File: config.mk
export PLATFORM = sky130hd
export DESIGN_NAME = sxd_exec
export DESIGN_NICKNAME = d
export VERILOG_FILES = /design/src/sxd_pkg.sv /design/src/sxd_decode.sv /design/src/sxd_exec.sv
export SDC_FILE = /design/constraint.sdc
export NUM_CORES = 1
export LEC_CHECK = 0
export BUFFER_PORTS_ARGS = -buffer_cell sky130_fd_sc_hd__buf_2
export CAP_MARGIN = 25
export CORE_UTILIZATION = 52
export CTS_CLUSTER_SIZE = 10
export DETAILED_ROUTE_END_ITERATION = 8
export PLACE_DENSITY = 0.85
export SLEW_MARGIN = 25
export SYNTH_ARGS = -nofsm -noshare
export SYNTH_HDL_FRONTEND = slang
export SYNTH_SLANG_ARGS = --single-unit
File: constraint.sdc
create_clock -name core_clk -period 2.25 [get_ports core_clk]
set_input_delay 0.1125 -clock core_clk [delete_from_list [all_inputs] [get_ports core_clk]]
set_output_delay 0.1125 -clock core_clk [all_outputs]
set_load 0.03 [all_outputs]
File: src/sxd_pkg.sv
package sxd_pkg;

  localparam int DATA_W = 8;
  localparam int ADDR_W = 7;
  localparam int INSN_W = 14;

  // opcode fields
  localparam logic [1:0] TOP_FILE_OPS   = 2'h0;
  localparam logic [3:0] OPC_SWAP       = 4'hE;
  localparam logic [3:0] OPC_XOR_FILE   = 4'h6;
  localparam logic [9:0] OPC_DIR_LOAD   = 10'h006;
  localparam logic [5:0] OPC_XOR_LIT    = 6'h3A;   // 11 1010 kkkk kkkk
  localparam int         DEST_BIT       = 7;

  // port direction file addresses, reachable by plain file access too
  localparam logic [2:0] DIR_SEL_MIN    = 3'h5;
  localparam logic [2:0] DIR_SEL_MAX    = 3'h7;
  localparam logic [6:0] DIR_FILE_BASE  = 7'h40;      // direction block in file space
  localparam int         NUM_DIR        = 3;

  localparam logic [7:0] DIR_RESET      = 8'hFF;     // all pins input after reset
  localparam logic [7:0] ACC_RESET      = 8'h00;

  typedef enum logic [2:0] {
    SXD_OP_NONE,
    SXD_OP_SWAP,
    SXD_OP_DIR_LOAD,
    SXD_OP_XOR_LIT,
    SXD_OP_XOR_FILE
  } sxd_op_t;

  // one fetched instruction
  typedef struct packed {
    logic              valid;
    logic [INSN_W-1:0] word;
  } sxd_insn_t;

  // write back to the file register space
  typedef struct packed {
    logic              we;
    logic [ADDR_W-1:0] addr;
    logic [DATA_W-1:0] data;
  } sxd_fwr_t;

endpackage : sxd_pkg

File: src/sxd_decode.sv
`timescale 1ns/1ps
`default_nettype none
module sxd_decode (
  input  wire  sxd_pkg::sxd_insn_t       insn,
  output var   sxd_pkg::sxd_op_t         op,
  output logic                           dest_file,
  output logic [sxd_pkg::ADDR_W-1:0]     faddr,
  output logic [sxd_pkg::DATA_W-1:0]     literal,
  output logic [2:0]                     dir_sel
);
  import sxd_pkg::*;

  // pure decode; instructions outside this group give none
  always_comb begin
    op        = SXD_OP_NONE;
    dest_file = insn.word[DEST_BIT];
    faddr     = insn.word[ADDR_W-1:0];
    literal   = insn.word[DATA_W-1:0];
    dir_sel   = insn.word[2:0];
    if (insn.valid) begin
      if (insn.word[13:12] == TOP_FILE_OPS && insn.word[11:8] == OPC_SWAP) begin
        op = SXD_OP_SWAP;
      end else if (insn.word[13:12] == TOP_FILE_OPS && insn.word[11:8] == OPC_XOR_FILE) begin
        op = SXD_OP_XOR_FILE;
      end else if (insn.word[13:4] == OPC_DIR_LOAD && insn.word[3] == 1'b0
                   && insn.word[2:0] >= DIR_SEL_MIN && insn.word[2:0] <= DIR_SEL_MAX) begin
        op = SXD_OP_DIR_LOAD;
      end else if (insn.word[13:8] == OPC_XOR_LIT) begin
        op = SXD_OP_XOR_LIT;
      end
    end
  end

endmodule : sxd_decode
`default_nettype wire

File: src/sxd_exec.sv
`timescale 1ns/1ps
`default_nettype none
// Function
// - nibble swap exchanges the file nibbles, no status flag changes
// - swap opcode is 00 1110 d fffffff; d=0 accumulator, d=1 file
// - 00 0000 0110 0fff copies accumulator to direction register 5..7, flags kept
// - direction registers also read and written through ordinary file addresses
// - literal xor: accumulator xor eight-bit literal into accumulator, zero flag only
// - 00 0110 d fffffff xors accumulator and file, d picks destination, zero flag only
module sxd_exec (
  input  wire  logic                         core_clk,
  input  wire  logic                         rst,
  input  wire  sxd_pkg::sxd_insn_t           insn,
  input  wire  logic [sxd_pkg::DATA_W-1:0]   file_rdata,
  input  wire  sxd_pkg::sxd_fwr_t            sw_dir_wr,
  output logic [sxd_pkg::ADDR_W-1:0]         file_raddr,
  output var   sxd_pkg::sxd_fwr_t            file_wr,
  output logic [sxd_pkg::DATA_W-1:0]         acc,
  output logic                               zero_flag,
  output logic                               zero_we,
  output logic [3*sxd_pkg::DATA_W-1:0]       dir_regs,
  output logic [sxd_pkg::DATA_W-1:0]         dir_rdata
);
  import sxd_pkg::*;

  sxd_op_t           op;
  logic              dest_file;
  logic [ADDR_W-1:0] faddr;
  logic [DATA_W-1:0] literal;
  logic [2:0]        dir_sel;
  logic [DATA_W-1:0] acc_q;
  logic              zero_q;
  logic              zero_we_q;
  sxd_fwr_t          file_wr_q;
  logic [DATA_W-1:0] dir_q [NUM_DIR];
  logic [DATA_W-1:0] dir_rdata_q;
  logic [DATA_W-1:0] result;
  logic [DATA_W-1:0] file_val;

  sxd_decode u_dec (
    .insn      (insn),
    .op        (op),
    .dest_file (dest_file),
    .faddr     (faddr),
    .literal   (literal),
    .dir_sel   (dir_sel)
  );

  // map a file address onto a direction register slot; used for read and write
  function automatic logic dir_hit(input logic [ADDR_W-1:0] a);
    return a >= DIR_FILE_BASE && a < DIR_FILE_BASE + 7'(NUM_DIR);
  endfunction : dir_hit

  function automatic logic [1:0] dir_idx(input logic [ADDR_W-1:0] a);
    logic [ADDR_W-1:0] d;
    d = a - DIR_FILE_BASE;
    return d[1:0];
  endfunction : dir_idx

  // direction registers read like any other file location
  assign file_raddr = faddr;
  assign file_val   = dir_hit(faddr) ? dir_q[dir_idx(faddr)] : file_rdata;

  // combinational result: the whole operation fits one cycle
  always_comb begin
    unique case (op)
      SXD_OP_SWAP:     result = {file_val[3:0], file_val[7:4]};
      SXD_OP_XOR_LIT:  result = acc_q ^ literal;
      SXD_OP_XOR_FILE: result = acc_q ^ file_val;
      default:         result = acc_q;
    endcase
  end

  // accumulator write back
  always_ff @(posedge core_clk or posedge rst) begin
    if (rst) begin
      acc_q <= ACC_RESET;
    end else if (op == SXD_OP_XOR_LIT) begin
      acc_q <= result;
    end else if ((op == SXD_OP_SWAP || op == SXD_OP_XOR_FILE) && !dest_file) begin
      acc_q <= result;
    end
  end

  // zero flag: only the two xor forms touch it; swap and direction load leave it
  always_ff @(posedge core_clk or posedge rst) begin
    if (rst) begin
      zero_q    <= 1'b0;
      zero_we_q <= 1'b0;
    end else begin
      zero_we_q <= (op == SXD_OP_XOR_LIT || op == SXD_OP_XOR_FILE);
      if (op == SXD_OP_XOR_LIT || op == SXD_OP_XOR_FILE) begin
        zero_q <= (result == 8'h00);
      end
    end
  end

  // file write back, direction addresses excluded since they live here
  always_ff @(posedge core_clk or posedge rst) begin
    if (rst) begin
      file_wr_q <= '0;
    end else begin
      file_wr_q.we   <= (op == SXD_OP_SWAP || op == SXD_OP_XOR_FILE) && dest_file
                        && !dir_hit(faddr);
      file_wr_q.addr <= faddr;
      file_wr_q.data <= result;
    end
  end

  // direction registers: legacy load, instruction write back, or software file write
  for (genvar i = 0; i < NUM_DIR; i++) begin : g_dir
    always_ff @(posedge core_clk or posedge rst) begin
      if (rst) begin
        dir_q[i] <= DIR_RESET;
      end else if (op == SXD_OP_DIR_LOAD && dir_sel == DIR_SEL_MIN + 3'(i)) begin
        dir_q[i] <= acc_q;
      end else if ((op == SXD_OP_SWAP || op == SXD_OP_XOR_FILE) && dest_file
                   && dir_hit(faddr) && dir_idx(faddr) == 2'(i)) begin
        dir_q[i] <= result;
      end else if (sw_dir_wr.we && dir_hit(sw_dir_wr.addr) && dir_idx(sw_dir_wr.addr) == 2'(i)) begin
        dir_q[i] <= sw_dir_wr.data;
      end
    end
    assign dir_regs[i*DATA_W +: DATA_W] = dir_q[i];
  end

  // registered read port for software
  always_ff @(posedge core_clk or posedge rst) begin
    if (rst) begin
      dir_rdata_q <= 8'h00;
    end else begin
      dir_rdata_q <= dir_hit(sw_dir_wr.addr) ? dir_q[dir_idx(sw_dir_wr.addr)] : 8'h00;
    end
  end

  assign acc       = acc_q;
  assign zero_flag = zero_q;
  assign zero_we   = zero_we_q;
  assign file_wr   = file_wr_q;
  assign dir_rdata = dir_rdata_q;

  // assertions
  property p_swap;
    @(posedge core_clk) disable iff (rst)
    (op == SXD_OP_SWAP && !dest_file) |=> acc_q == {$past(file_val[3:0]), $past(file_val[7:4])};
  endproperty
  a_swap: assert property (p_swap) else $error("swap result wrong");

  property p_swap_flags;
    @(posedge core_clk) disable iff (rst)
    (op == SXD_OP_SWAP || op == SXD_OP_DIR_LOAD) |=> !zero_we_q && $stable(zero_q);
  endproperty
  a_swap_flags: assert property (p_swap_flags) else $error("flag changed");

  property p_swap_file;
    @(posedge core_clk) disable iff (rst)
    (op == SXD_OP_SWAP && dest_file && !dir_hit(faddr)) |=> file_wr_q.we && $stable(acc_q);
  endproperty
  a_swap_file: assert property (p_swap_file) else $error("swap file write missing");

  property p_dir_load;
    @(posedge core_clk) disable iff (rst)
    (op == SXD_OP_DIR_LOAD && dir_sel == DIR_SEL_MAX) |=> dir_q[2] == $past(acc_q);
  endproperty
  a_dir_load: assert property (p_dir_load) else $error("direction load wrong");

  property p_dir_file;
    @(posedge core_clk) disable iff (rst)
    (sw_dir_wr.we && sw_dir_wr.addr == DIR_FILE_BASE && op == SXD_OP_NONE) |=> dir_q[0] == $past(sw_dir_wr.data);
  endproperty
  a_dir_file: assert property (p_dir_file) else $error("direction file write lost");

  property p_xor_lit;
    @(posedge core_clk) disable iff (rst)
    (op == SXD_OP_XOR_LIT) |=> acc_q == ($past(acc_q) ^ $past(literal)) && zero_we_q;
  endproperty
  a_xor_lit: assert property (p_xor_lit) else $error("literal xor wrong");

  property p_xor_file;
    @(posedge core_clk) disable iff (rst)
    (op == SXD_OP_XOR_FILE && dest_file && !dir_hit(faddr)) |=>
      file_wr_q.data == ($past(acc_q) ^ $past(file_val)) && $stable(acc_q);
  endproperty
  a_xor_file: assert property (p_xor_file) else $error("file xor wrong");

  property p_zero;
    @(posedge core_clk) disable iff (rst)
    (op == SXD_OP_XOR_LIT || op == SXD_OP_XOR_FILE) |=> zero_q == ($past(result) == 8'h00);
  endproperty
  a_zero: assert property (p_zero) else $error("zero flag wrong");

  // xor into the accumulator must leave the file side untouched
  property p_xor_file_acc;
    @(posedge core_clk) disable iff (rst)
    (op == SXD_OP_XOR_FILE && !dest_file) |=> acc_q == ($past(acc_q) ^ $past(file_val)) && !file_wr_q.we;
  endproperty
  a_xor_file_acc: assert property (p_xor_file_acc) else $error("file xor into accumulator wrong");

  property p_xor_lit_file;
    @(posedge core_clk) disable iff (rst)
    (op == SXD_OP_XOR_LIT) |=> !file_wr_q.we;
  endproperty
  a_xor_lit_file: assert property (p_xor_lit_file) else $error("literal xor wrote the file");

  // a write into the direction block stays here; a stray file write would alias plain ram
  property p_dir_write;
    @(posedge core_clk) disable iff (rst)
    ((op == SXD_OP_SWAP || op == SXD_OP_XOR_FILE) && dest_file && dir_hit(faddr)) |=>
      !file_wr_q.we && $stable(acc_q);
  endproperty
  a_dir_write: assert property (p_dir_write) else $error("direction write leaked to file");

  // refused operands must leave every direction register alone
  property p_dir_refuse;
    @(posedge core_clk) disable iff (rst)
    (insn.valid && insn.word[13:4] == OPC_DIR_LOAD && op == SXD_OP_NONE && !sw_dir_wr.we) |=>
      $stable(dir_regs);
  endproperty
  a_dir_refuse: assert property (p_dir_refuse) else $error("refused direction load acted");

  // zero_we is a one-cycle strobe owned by the two xor forms only
  property p_zero_we_pulse;
    @(posedge core_clk) disable iff (rst)
    !(op == SXD_OP_XOR_LIT || op == SXD_OP_XOR_FILE) |=> !zero_we_q;
  endproperty
  a_zero_we_pulse: assert property (p_zero_we_pulse) else $error("zero update strobe stuck");

endmodule : sxd_exec
`default_nettype wire

# After elaboration in Yosys (flattened, before gate mapping)
# Cells that the tools add are included.
[word_totals]
register_bits = 58
inputBits = 41
[classes]
addsub = 2
magnitude_cmp = 8
eq_ne = 15
mux = 25
n_bitwise = 5
n_reduce_logical = 33
[op_table]
columns = ["operator", "count"]
rows = [
  ["$mux 8", 17],
  ["$bmux 8 s2", 2],
  ["$pmux 8 s3", 1],
  ["$logic_and 1x1->1", 21],
  ["$xor 8x8->8", 2],
  ["$ge 7x7->1 const B", 2],
  ["$lt 7x7->1 const B", 2],
  ["$eq 3x3->1 const B", 4],
  ["$mux 3", 4],
  ["$eq 10x3->1 const B", 1],
  ["$ge 3x3->1 const B", 3],
  ["$reduce_bool 3->1", 3],
  ["$logic_not 8->1", 1],
  ["$eq 3x2->1 const B", 2],
  ["$eq 6x6->1 const B", 1],
  ["$logic_not 2->1", 3],
  ["$not 2->3", 2],
  ["$eq 2x1->1 const B", 2],
  ["$eq 2x2->1 const B", 2],
  ["$eq 4x3->1 const B", 1],
  ["$eq 4x4->1 const B", 1],
  ["$sub 2x1->2 const B", 2],
  ["$eq 3x1->1 const B", 1],
  ["$le 3x3->1 const B", 1],
  ["other kinds (5)", 7],
]

# Logic depth before layout (Yosys ltp)
# Gate-level depths: netlist of the first run.
[depth]
ltp_word = 15
depth_mapped = 10
depth_no_buf = 7

# Hierarchy
# From an unflattened synthesis of the first run, not the netlist that was laid out.
[unflattened]
cells_unflattened = 365
hier_area_um2 = 3593.4
[modules_own_cells]
columns = ["module", "n_inst", "cells_per_inst", "area_each_um2"]
rows = [
  ["sxd_exec", 1, 334, 3350.7],
  ["sxd_decode", 1, 31, 242.7],
]

# Worst setup path before layout of the first run
# OpenSTA, ideal clock, no wires.
[synth_timing]
path_kind = "input-to-reg"
from = "in insn[0] (netlist name)"
to = "reg dir_q, in the netlist dir_regs[22]"
setup_ns = 0.083
arrival_time_ns = 1.996
t_required_ns = 2.167
path_slack_ns = 0.171
stages = 8
cell_sequence = "buf_2 a211o_1 nor2_8 mux2i_1 o221ai_1 nor3_2 a211oi_1 a221o_1"
[synth_via]
elab_chain_len = 14
word_cells_on_any_way = 33
[synth_rtl]
columns = ["item", "line_no", "source"]
rows = [
  ["start, declared", "sxd_exec.sv:13", "input wire sxd_pkg::sxd_insn_t insn,"],
  ["$ge 3x3->1", "sxd_decode.sv:26", "&& insn.word[2:0] >= DIR_SEL_MIN && insn.word[2:0] <= DIR_SEL_MAX) begin"],
  ["$logic_and 1x1->1 (2 in series)", "sxd_decode.sv:26", ""],
  ["$mux 3", "sxd_decode.sv:25", "end else if (insn.word[13:4] == OPC_DIR_LOAD && insn.word[3] == 1'b0"],
  ["$mux 3", "sxd_decode.sv:23", "end else if (insn.word[13:12] == TOP_FILE_OPS && insn.word[11:8] == OPC_XOR_FILE) begin"],
  ["$mux 3", "sxd_decode.sv:21", "if (insn.word[13:12] == TOP_FILE_OPS && insn.word[11:8] == OPC_SWAP) begin"],
  ["$mux 3", "sxd_decode.sv:20", "if (insn.valid) begin"],
  ["$eq 3x1->1 or $eq 3x3->1 (tied branches)", "sxd_exec.sv:66, sxd_exec.sv:117", ""],
  ["$logic_or 1x1->1", "sxd_exec.sv:117", "end else if ((op == SXD_OP_SWAP || op == SXD_OP_XOR_FILE) && dest_file"],
  ["$logic_and 1x1->1", "sxd_exec.sv:117", ""],
  ["$logic_and 1x1->1 (2 in series)", "sxd_exec.sv:118", "&& dir_hit(faddr) && dir_idx(faddr) == 2'(i)) begin"],
  ["$mux 8", "sxd_exec.sv:117", ""],
  ["$mux 8", "sxd_exec.sv:115", "end else if (op == SXD_OP_DIR_LOAD && dir_sel == DIR_SEL_MIN + 3'(i)) begin"],
  ["end signal, assigned by index", "sxd_exec.sv:116", "dir_q[i] <= acc_q;"],
  ["end signal, assigned by index", "sxd_exec.sv:119", "dir_q[i] <= result;"],
  ["end signal, assigned by index", "sxd_exec.sv:121", "dir_q[i] <= sw_dir_wr.data;"],
  ["end, declared", "sxd_exec.sv:35", "logic [DATA_W-1:0] dir_q [NUM_DIR];"],
]
# Parallel ways exist; a longest one is shown, timed or not. The select of a mux whose other input is x is not followed.
# A chain may end at the register's enable or synchronous reset.

# Final worst setup path of the first run
[layout_timing]
from = "reg dir_q, in the netlist dir_regs[10]"
to = "reg dir_q, in the netlist dir_regs[18]"
[layout_via]
elab_chain_len = 8
[layout_rtl]
columns = ["item", "line_no", "source"]
rows = [
  ["$bmux 8 s2", "sxd_exec.sv:62", "assign file_val = dir_hit(faddr) ? dir_q[dir_idx(faddr)] : file_rdata;"],
  ["$mux 8 (implied by the code) (2 in series)", "sxd_exec.sv:62", ""],
  ["$mux 8", "sxd_exec.sv:62", ""],
  ["$xor 8x8->8", "sxd_exec.sv:69", "SXD_OP_XOR_FILE: result = acc_q ^ file_val;"],
  ["$pmux 8 s3", "sxd_exec.sv:66", "unique case (op)"],
  ["$mux 8", "sxd_exec.sv:117", ""],
  ["$mux 8", "sxd_exec.sv:115", ""],
]
# No other way between the ends. The select of a mux whose other input is x is not followed.

==> metrics.md, run 1 <==
| Metric | Value |
|---|---|
| Layout cell share with drive strength beyond 1 | `approximately two fifths` |
| Reg-to-Reg End | `dir_regs[18]$_DFFE_PP1P_` |
| Critical path launch point | `dir_regs[10]$_DFFE_PP1P_` |
| Fraction of synthesized cell area taken by the top area cell type | `approximately a quarter` |
| Clock tree from TritonCTS | `built` |
| Cell-by-cell listing of the critical path | `mux2i_1 > o2bb2ai_2 > mux2i_2 > a211o_1 > a211oi_2 > buf_4 > a211oi_1 > a221o_1` |
| Delay of the slowest cell on the worst path | `between 0.5 and 0.6 ns` |
| Starting Density | `a little over half` |
| I/O Pins | `approximately 110` |
| Number of flops mapped to enable cells by yosys | `0` |
| Worst endpoint data arrival time | `between 2 and 2.5 ns` |
| Vertical extent of the die | `83.3 um` |
| Avg Synthesized Cell Area | `about 9.6 um2` |
| Global route total overflow | `0` |
| Post-synthesis cell area | `between 3000 and 4000 um2` |
| Leading register cell type out of synthesis | `sky130_fd_sc_hd__dfrtp_1` |
| Overall die width | `83.3 um` |
| Biggest area contributors in the synthesized netlist | `sky130_fd_sc_hd__dfrtp_1 25%, sky130_fd_sc_hd__dfstp_2 18%, sky130_fd_sc_hd__a221o_1 7.0%` |
| Detailed-route via count | `around 3600` |
| Portion of the post-synthesis area used by sequential elements | `43.1%` |
| Final Max Tran Viols | `0` |
| Number of filler cells placed in the layout | `just under 500` |
| Fin. Hold Viols | `0` |
| Wire length of the first global-routing pass | `roughly 17000 um` |
| Total routing resource utilization after global routing | `roughly a third` |
| Initial DRC Count | `slightly below 400` |
| R2R setup slack | `0.09 ns` |
| Instance area after placement | `roughly 4200 um2` |
| IR drop worst, VDD | `roughly 0.00045 V` |
| Classification of the worst setup path | `reg2reg` |
| Tcrit/Tclk final | `96.2%` |
| Routed Wire Length | `around 11000 um` |
| Netlist cell types | `46` |
| Result of the run | `finished clean` |
| Pre-antenna DRT Iters | `5` |
| Max FO, Critical Path | `5` |
| Via/cell ratio | `6.25` |
| Clock root buffer | `sky130_fd_sc_hd__clkbuf_8` |
| Worst slew margin | `50.8%` |
| Global placer's final weighted congestion | `just over 1` |
| Power Dens Cells | `589 nW/um2` |
| Synth Net Count | `approximately 400` |
| Number of global-route vias before repair | `3221` |
| Data required time at the worst endpoint | `between 2 and 3 ns` |
| Class of the most critical hold timing path | `in2reg` |
| Unrepaired setup endpoints after global routing | `false` |
| Net count reported at finish | `527` |
| Sum of net half-perimeters after detailed placement | `8080 um` |
| Num CTS Buffers | `9` |
| Synthesized netlist cell count | `360` |
| Fraction of registers with async set or reset after synthesis | `100%` |
| Achievable Freq | `around 0.46 GHz` |
| Number of endpoints failing setup at the final stage | `0` |
| Number of design rule violations left after detail routing | `0` |
| Count of warnings emitted by yosys | `0` |
| Endpoint kind of the worst setup timing path | `register` |
| Largest clock skew in the final design | `roughly 0.013 ns` |
| # clock sinks | `58` |
| Register clock-pin slew on the reported worst setup and hold paths | `0.07 ns` |
| Number of H-tree branching levels | `3` |
| Maximum number of pins on one net before global-route repair | `33` |
| Actual transition at the worst max-transition pin | `~0.74 ns` |
| DIE AREA | `approximately 7000 um2` |
| Top cell type by total area after synthesis | `sky130_fd_sc_hd__dfrtp_1` |
| Antenna diode count | `0` |
| Clock network latency to the later pin of the worst-skew pair | `about 0.35 ns` |
| Area growth syn-to-layout | `30.0%` |
| Number of cell instances on the worst register-to-register path | `8` |
| Critical Path Source Type | `register` |
| R2r startpoint | `dir_regs[10]$_DFFE_PP1P_` |
| Summed area of non-filler cells in the final layout | `4470 um2` |
| Number of max-cap violations | `0` |
| Area of the core | `6350 um2` |
| Antenna violations before repair | `0` |
| Total instance count after detailed placement | `550` |
| CP max stage cell | `sky130_fd_sc_hd__dfstp_2` |
| Residual antenna-violating net count after detailed routing | `0` |
| Setup repair bufs after CTS | `0` |
| Buffers added on ports | `~110` |
| Final worst path period need | `between 2 and 2.5 ns` |
| Flops & latches, synth | `58` |
| Placement Rows | `29` |
| Static Leak | `roughly 0.0022 uW` |
| Average routed wire per standard cell | `slightly below 20 um` |
| CP Capture Point | `dir_regs[18]$_DFFE_PP1P_` |
| Post-route non-filler standard cell count | `roughly 570` |
| CTS Buffer Depth | `2` |
[layer usage]
layer  share of wire [%]  up-vias  track usage (%)
met1                  41     1692             45.5
met2                  46      228             48.0
met4                 2.6        0             12.9
li1                    -     1599                -
met5                   0        -                0
met3                  10       33             7.26
[how the worst min path moves through the flow]
stage          startpoint               endpoint  slack (ns)  depth (start not counted)
4_1_cts           insn[6]  file_wr[14]$_DFF_PP0_       0.002                          2
6_report          insn[6]  file_wr[14]$_DFF_PP0_       0.003                          2
5_1_grt           insn[6]  file_wr[14]$_DFF_PP0_       0.006                          2
2_1_floorplan     insn[2]  file_wr[10]$_DFF_PP0_        0.14                          0
3_5_place_dp          rst  file_wr[10]$_DFF_PP0_        0.22                          2
3_3_place_gp          rst  file_wr[10]$_DFF_PP0_        0.21                          2
[state kept, by name (all words and copies together), names as in the netlist]
register / flops
dir_regs: 24
dir_rdata: 8
zero_we: 1
file_wr: 16
acc: 8
zero_flag: 1
[worst max-delay path, delay by kind of cell, from the launching register on]
family / cells / cell delay [ns]
flip-flops: 1 / 0.53
AO/OA/AOI/OAI: 5 / 1.14
buffers and inverters: 1 / 0.19
multiplexers: 2 / 0.22
[kinds of logic after synthesis]
group,synth area share [%]
multiplexers,6.70
flip-flops,43.1
buffers and inverters,6.11
XOR/XNOR,0.764
AND/OR/NAND/NOR,18.3
AO/OA/AOI/OAI,25.0
[per-stage QoR]
stage	TNS [ns]	hold WS (ns)	util [%]	worst slack [ns]	power (uW)
2_1_floorplan	0	0.144	-	0.171	1490
3_3_place_gp	-0.181	0.210	66.9	-0.0494	1670
3_5_place_dp	-0.263	0.217	66.9	-0.0518	1680
4_1_cts	0	0.00237	70.3	0.0344	2630
5_1_grt	0	0.00592	70.4	0.0204	2730
6_report	0	0.00305	70.4	0.0858	2630
[cell usage in the layout, fill, tap and decap left out, types with 4 or more instances in the layout]
master | synthesis | routed
sky130_fd_sc_hd__a211oi_1 | 24 | 24
sky130_fd_sc_hd__and3_1 | 5 | 5
sky130_fd_sc_hd__nand2_1 | 19 | 19
sky130_fd_sc_hd__nor2_1 | 49 | 49
sky130_fd_sc_hd__buf_4 | 7 | 42
sky130_fd_sc_hd__o2bb2ai_1 | 8 | 7
sky130_fd_sc_hd__mux2i_1 | 23 | 22
sky130_fd_sc_hd__o21ai_0 | 15 | 15
sky130_fd_sc_hd__inv_1 | 11 | 10
sky130_fd_sc_hd__a221o_1 | 24 | 24
sky130_fd_sc_hd__a21oi_1 | 19 | 19
sky130_fd_sc_hd__nor3_1 | 6 | 6
sky130_fd_sc_hd__nand2b_1 | 6 | 6
sky130_fd_sc_hd__o22ai_1 | 4 | 4
sky130_fd_sc_hd__nand3_1 | 4 | 4
sky130_fd_sc_hd__buf_2 | 6 | 105
sky130_fd_sc_hd__dfstp_2 | 24 | 24
sky130_fd_sc_hd__clkbuf_8 | 0 | 9
sky130_fd_sc_hd__dfrtp_1 | 34 | 34
[area by class of cell]
cell class                      instances  area [um2]  share of cell area [%]
Clock inverter                          7        68.8                    1.54
Tap cell                               77        96.3                    2.16
Multi-Input combinational cell        255        1760                    39.3
Clock buffer                            9         124                    2.77
Timing Repair Buffer                  151         901                    20.2
Sequential cell                        58        1480                    33.1
Inverter                               11        41.3                   0.924
[power breakdown]
group | switching (uW) | internal (uW)
Clock | 447 | 508
Sequential | 55.3 | 1120
Combinational | 312 | 185
[what timing repair did]
action / 4_1_cts / 5_1_grt
cloned: 0 / 0
endpoints found under the hold margin: 19 / 0
pin swaps: 0 / 3
setup endpoints to repair: 3 / 7
hold buffers: 2 / 0
gates resized for setup: 1 / 1
[cell usage after synthesis, types with 7 or more instances]
cell type                   number
sky130_fd_sc_hd__nor2_1         49
sky130_fd_sc_hd__buf_4           7
sky130_fd_sc_hd__a211oi_1       24
sky130_fd_sc_hd__clkbuf_1       16
sky130_fd_sc_hd__dfrtp_1        34
sky130_fd_sc_hd__inv_1          11
sky130_fd_sc_hd__o2bb2ai_1       8
sky130_fd_sc_hd__o21ai_0        15
sky130_fd_sc_hd__nand2_1        19
sky130_fd_sc_hd__buf_1           7
sky130_fd_sc_hd__mux2i_1        23
sky130_fd_sc_hd__dfstp_2        24
sky130_fd_sc_hd__a221o_1        24
sky130_fd_sc_hd__a21oi_1        19
(Power assumes the default switching activity.)
==> run 2, diff against run 1 <==
--- a/config.mk
+++ b/config.mk
@@ -10,8 +10,9 @@
 export CORE_UTILIZATION = 52
 export CTS_CLUSTER_SIZE = 10
 export DETAILED_ROUTE_END_ITERATION = 8
-export PLACE_DENSITY = 0.85
+export PLACE_DENSITY = 0.84
 export SLEW_MARGIN = 25
 export SYNTH_ARGS = -nofsm -noshare
 export SYNTH_HDL_FRONTEND = slang
+export SYNTH_HIERARCHICAL = 1
 export SYNTH_SLANG_ARGS = --single-unit
==> run 2 against run 1 <==
The flow now finishes with violations (setup timing). Global-route usage up 8.3 points. Clock power up 1%. Hold slack better by 0.028 ns. Cell count up 11%. Critical path type is now in2reg. Largest power group unchanged.
==> metrics.md, run 2 <==
| Metric | Value |
|---|---|
| Worst min-delay path startpoint | `insn[4]` |
| R2r startpoint | `dir_regs[19]$_DFFE_PP1P_` |
| Final total negative setup slack | `-9.96 ns` |
| Unrepaired setup endpoints after global routing | `true` |
| Clock network latency to the later pin of the worst-skew pair | `roughly 0.35 ns` |
| Sum of net half-perimeters after detailed placement | `around 8500 um` |
| Total instance count after detailed placement | `around 600` |
| Count leader, synth | `sky130_fd_sc_hd__nor2_1` |
| Maximum number of pins on one net before global-route repair | `32` |
| Post-synthesis cell area | `roughly 3600 um2` |
| Worst endpoint data arrival time | `between 3 and 4 ns` |
| Result of the run | `finished, violations left` |
| Number of endpoints failing setup at the final stage | `38` |
| Synthesized netlist cell count | `365` |
| Overall die width | `~85 um` |
| Starting Density | `a little under three fifths` |
| R2R setup slack | `-0.18 ns` |
| Via/cell ratio | `about 7` |
| Clock tree from TritonCTS | `built` |
| Final worst path period need | `around 2.8 ns` |
| Max FO, Critical Path | `5` |
| CTS Buffer Depth | `2` |
| Number of design rule violations left after detail routing | `0` |
| Residual antenna-violating net count after detailed routing | `0` |
| Global route total overflow | `0` |
| Top library cells by usage in the layout, fill and taps aside | `99 x sky130_fd_sc_hd__buf_2, 76 x sky130_fd_sc_hd__buf_4, 36 x sky130_fd_sc_hd__nor2_1, 34 x sky130_fd_sc_hd__mux2i_1, 34 x sky130_fd_sc_hd__dfrtp_1` |
| Flops & latches, synth | `58` |
| Placement Rows | `29` |
| Static Leak | `0.00254 uW` |
| Achievable Freq | `0.359 GHz` |
| Count of warnings emitted by yosys | `6` |
| Top cell type by total area after synthesis | `sky130_fd_sc_hd__dfrtp_1` |
| Reg-to-Reg End | `zero_flag$_DFFE_PP0P_` |
| Data required time at the worst endpoint | `between 2 and 2.5 ns` |
| Largest clock skew in the final design | `slightly above 0.009 ns` |
| Number of global-route vias before repair | `between 4000 and 5000` |
| Endpoint kind of the worst setup timing path | `register` |
| Num CTS Buffers | `9` |
| Area taken by multi-input logic gates | `~2400 um2` |
| I/O Pins | `about 110` |
| Net count reported at finish | `587` |
| Vertical extent of the die | `roughly 85 um` |
| Fin. Hold Viols | `0` |
| Number of flops mapped to enable cells by yosys | `0` |
| Clock root buffer | `sky130_fd_sc_hd__clkbuf_8` |
| Wire length of the first global-routing pass | `roughly 22000 um` |
| Class of the most critical hold timing path | `in2reg` |
| Power Dens Cells | `~510 nW/um2` |
| DIE AREA | `~7200 um2` |
| Number of filler cells placed in the layout | `284` |
| Most common cell after layout, fill and taps aside | `sky130_fd_sc_hd__buf_2` |
| Detailed-route via count | `~4400` |
| Total routing resource utilization after global routing | `approximately 41%` |
| Actual transition at the worst max-transition pin | `0.828 ns` |
| Routed Wire Length | `16700 um` |
| Post-route non-filler standard cell count | `629` |
| Global placer's final weighted congestion | `approximately 0.96` |
| Worst slew margin | `between 40% and 50%` |
| Netlist cell types | `56` |
| Critical Path Source Type | `primary input` |
| Synth Net Count | `slightly above 400` |
| Min-Delay Endpoint | `file_wr[12]$_DFF_PP0_` |
| Fraction of registers with async set or reset after synthesis | `between 90% and 100%` |
| Biggest area contributors in the synthesized netlist | `sky130_fd_sc_hd__dfrtp_1 24%, sky130_fd_sc_hd__dfstp_2 18%, sky130_fd_sc_hd__mux2i_1 9.5%` |
| Average routed wire per standard cell | `~27 um` |
| Number of cell instances on the worst register-to-register path | `7` |
| Buffers added on ports | `between 100 and 150` |
| Classification of the worst setup path | `in2reg` |
| Number of flip-flops under the largest register name | `24` |
| Fraction of synthesized cell area taken by the top area cell type | `between 20% and 30%` |
| # clock sinks | `58` |
| Register clock-pin slew on the reported worst setup and hold paths | `0.07 ns` |
| Layout cell share with drive strength beyond 1 | `roughly 60%` |
| Tcrit/Tclk final | `124%` |
| Pre-antenna DRT Iters | `5` |
| Initial DRC Count | `approximately 630` |
| Number of H-tree branching levels | `3` |
| Leading post-synthesis cells by instance count | `39 x sky130_fd_sc_hd__nor2_1, 34 x sky130_fd_sc_hd__dfrtp_1, 34 x sky130_fd_sc_hd__mux2i_1, 24 x sky130_fd_sc_hd__a211oi_1, 24 x sky130_fd_sc_hd__dfstp_2` |
| Sequential standard cell area | `between 1000 and 1500 um2` |
| Portion of the post-synthesis area used by sequential elements | `roughly two fifths` |
| Area of the core | `around 6500 um2` |
| Number of cells traversed by the worst hold path | `2` |
| Final Max Tran Viols | `0` |
| Leading register cell type out of synthesis | `sky130_fd_sc_hd__dfrtp_1` |
| Final worst-path setup slack | `-0.538 ns` |
| Antenna violations before repair | `1` |
| Area growth syn-to-layout | `57.5%` |
| Violations in the final reports | `setup timing` |
| IR drop worst, VDD | `a little under 0.0005 V` |
| Number of max-cap violations | `0` |
| Avg Synthesized Cell Area | `between 9 and 10 um2` |
[run 2: cell types whose count changed after synthesis, sizes merged, moves of 7 or more]
cell,change
nor2,-11
a221o,-12
a22oi,+12
clkbuf,-8
buf,+7
mux2i,+11
o211ai,+7
nand2,-8
inv,+8
[run 2: cell type report]
class	instances	share of cell area, %
multi-input combinational	253	41.9
sequential	58	26.2
timing repair buffer	205	25.5
clock buffer	11	2.50
tap	77	1.70
inverter	19	1.26
clock inverter	5	0.951
antenna	1	0.0442
[run 2: metal layers]
metal / vias to the layer above / GRT usage, % / part of all wire (%) / wire (um)
met5: - / 0 / 0 / 0
met4: 0 / 26.8 / 8.8 / 1480
met3: 165 / 8.27 / 14 / 2340
met2: 509 / 64.4 / 44 / 7340
met1: 2033 / 50.2 / 33 / 5560
li1: 1718 / - / - / -
[run 2: worst max path at each step]
stage / from / end / slack, ns / cells after the start
global route: insn[4] / zero_flag$_DFFE_PP0P_ / -0.53 / 11
finish: insn[4] / zero_flag$_DFFE_PP0P_ / -0.54 / 12
global placement: insn[3] / dir_regs[1]$_DFFE_PP1P_ / -0.52 / 13
CTS: insn[12] / acc[3]$_DFFE_PP0P_ / -0.18 / 12
floorplan: insn[3] / zero_flag$_DFFE_PP0P_ / -0.34 / 10
detailed placement: insn[12] / zero_flag$_DFFE_PP0P_ / -0.62 / 11
[run 2: kinds of logic after synthesis]
kind of cell           after synthesis  synth area share, %
AO/OA/AOI/OAI                      120                 25.1
buffers and inverters               55                 8.57
flip-flops                          58                 41.2
multiplexers                        35                 9.78
AND/OR/NAND/NOR                     97                 15.3
[run 2: what timing repair did]
action | in CTS | in global routing
setup buffers | 8 | 17
gates resized for setup | 55 | 75
hold buffers | 1 | 0
endpoints found under the hold margin | 15 | 0
setup endpoints to repair | 36 | 39
pin swaps | 20 | 17
cloned | 1 | 1
[run 2: power by group]
part / switching [uW] / internal (uW) / leakage, uW
Combinational: 441 / 258 / 0.00180
Sequential: 79.7 / 1140 / 0.000637
Clock: 429 / 537 / 0.000103
[run 2: per-stage QoR]
stage / hold WS [ns] / setup slack, ns / cell area [um2] / power, uW / util, %
after floorplan: 0.294 / -0.344 / 3680 / 1590 / -
after global placement: 0.219 / -0.517 / 4640 / 1780 / 71.4
after detailed placement: 0.223 / -0.619 / 4640 / 1790 / 71.4
after CTS: 0.0253 / -0.181 / 5200 / 2780 / 80.1
after global routing: 0.0161 / -0.535 / 5660 / 2980 / 87.1
final: 0.0308 / -0.538 / 5660 / 2890 / 87.1
[run 2: worst max-delay path: stages]
cell	delay [ns]
sky130_fd_sc_hd__buf_6	0.10
sky130_fd_sc_hd__nor4b_4	0.35
sky130_fd_sc_hd__o2111ai_2	0.24
sky130_fd_sc_hd__a221oi_4	0.42
sky130_fd_sc_hd__or3b_4	0.26
sky130_fd_sc_hd__nor3_4	0.07
sky130_fd_sc_hd__buf_12	0.15
sky130_fd_sc_hd__a211oi_4	0.37
sky130_fd_sc_hd__o32ai_2	0.15
sky130_fd_sc_hd__a21oi_2	0.20
sky130_fd_sc_hd__nand4_1	0.25
sky130_fd_sc_hd__o31ai_2	0.34
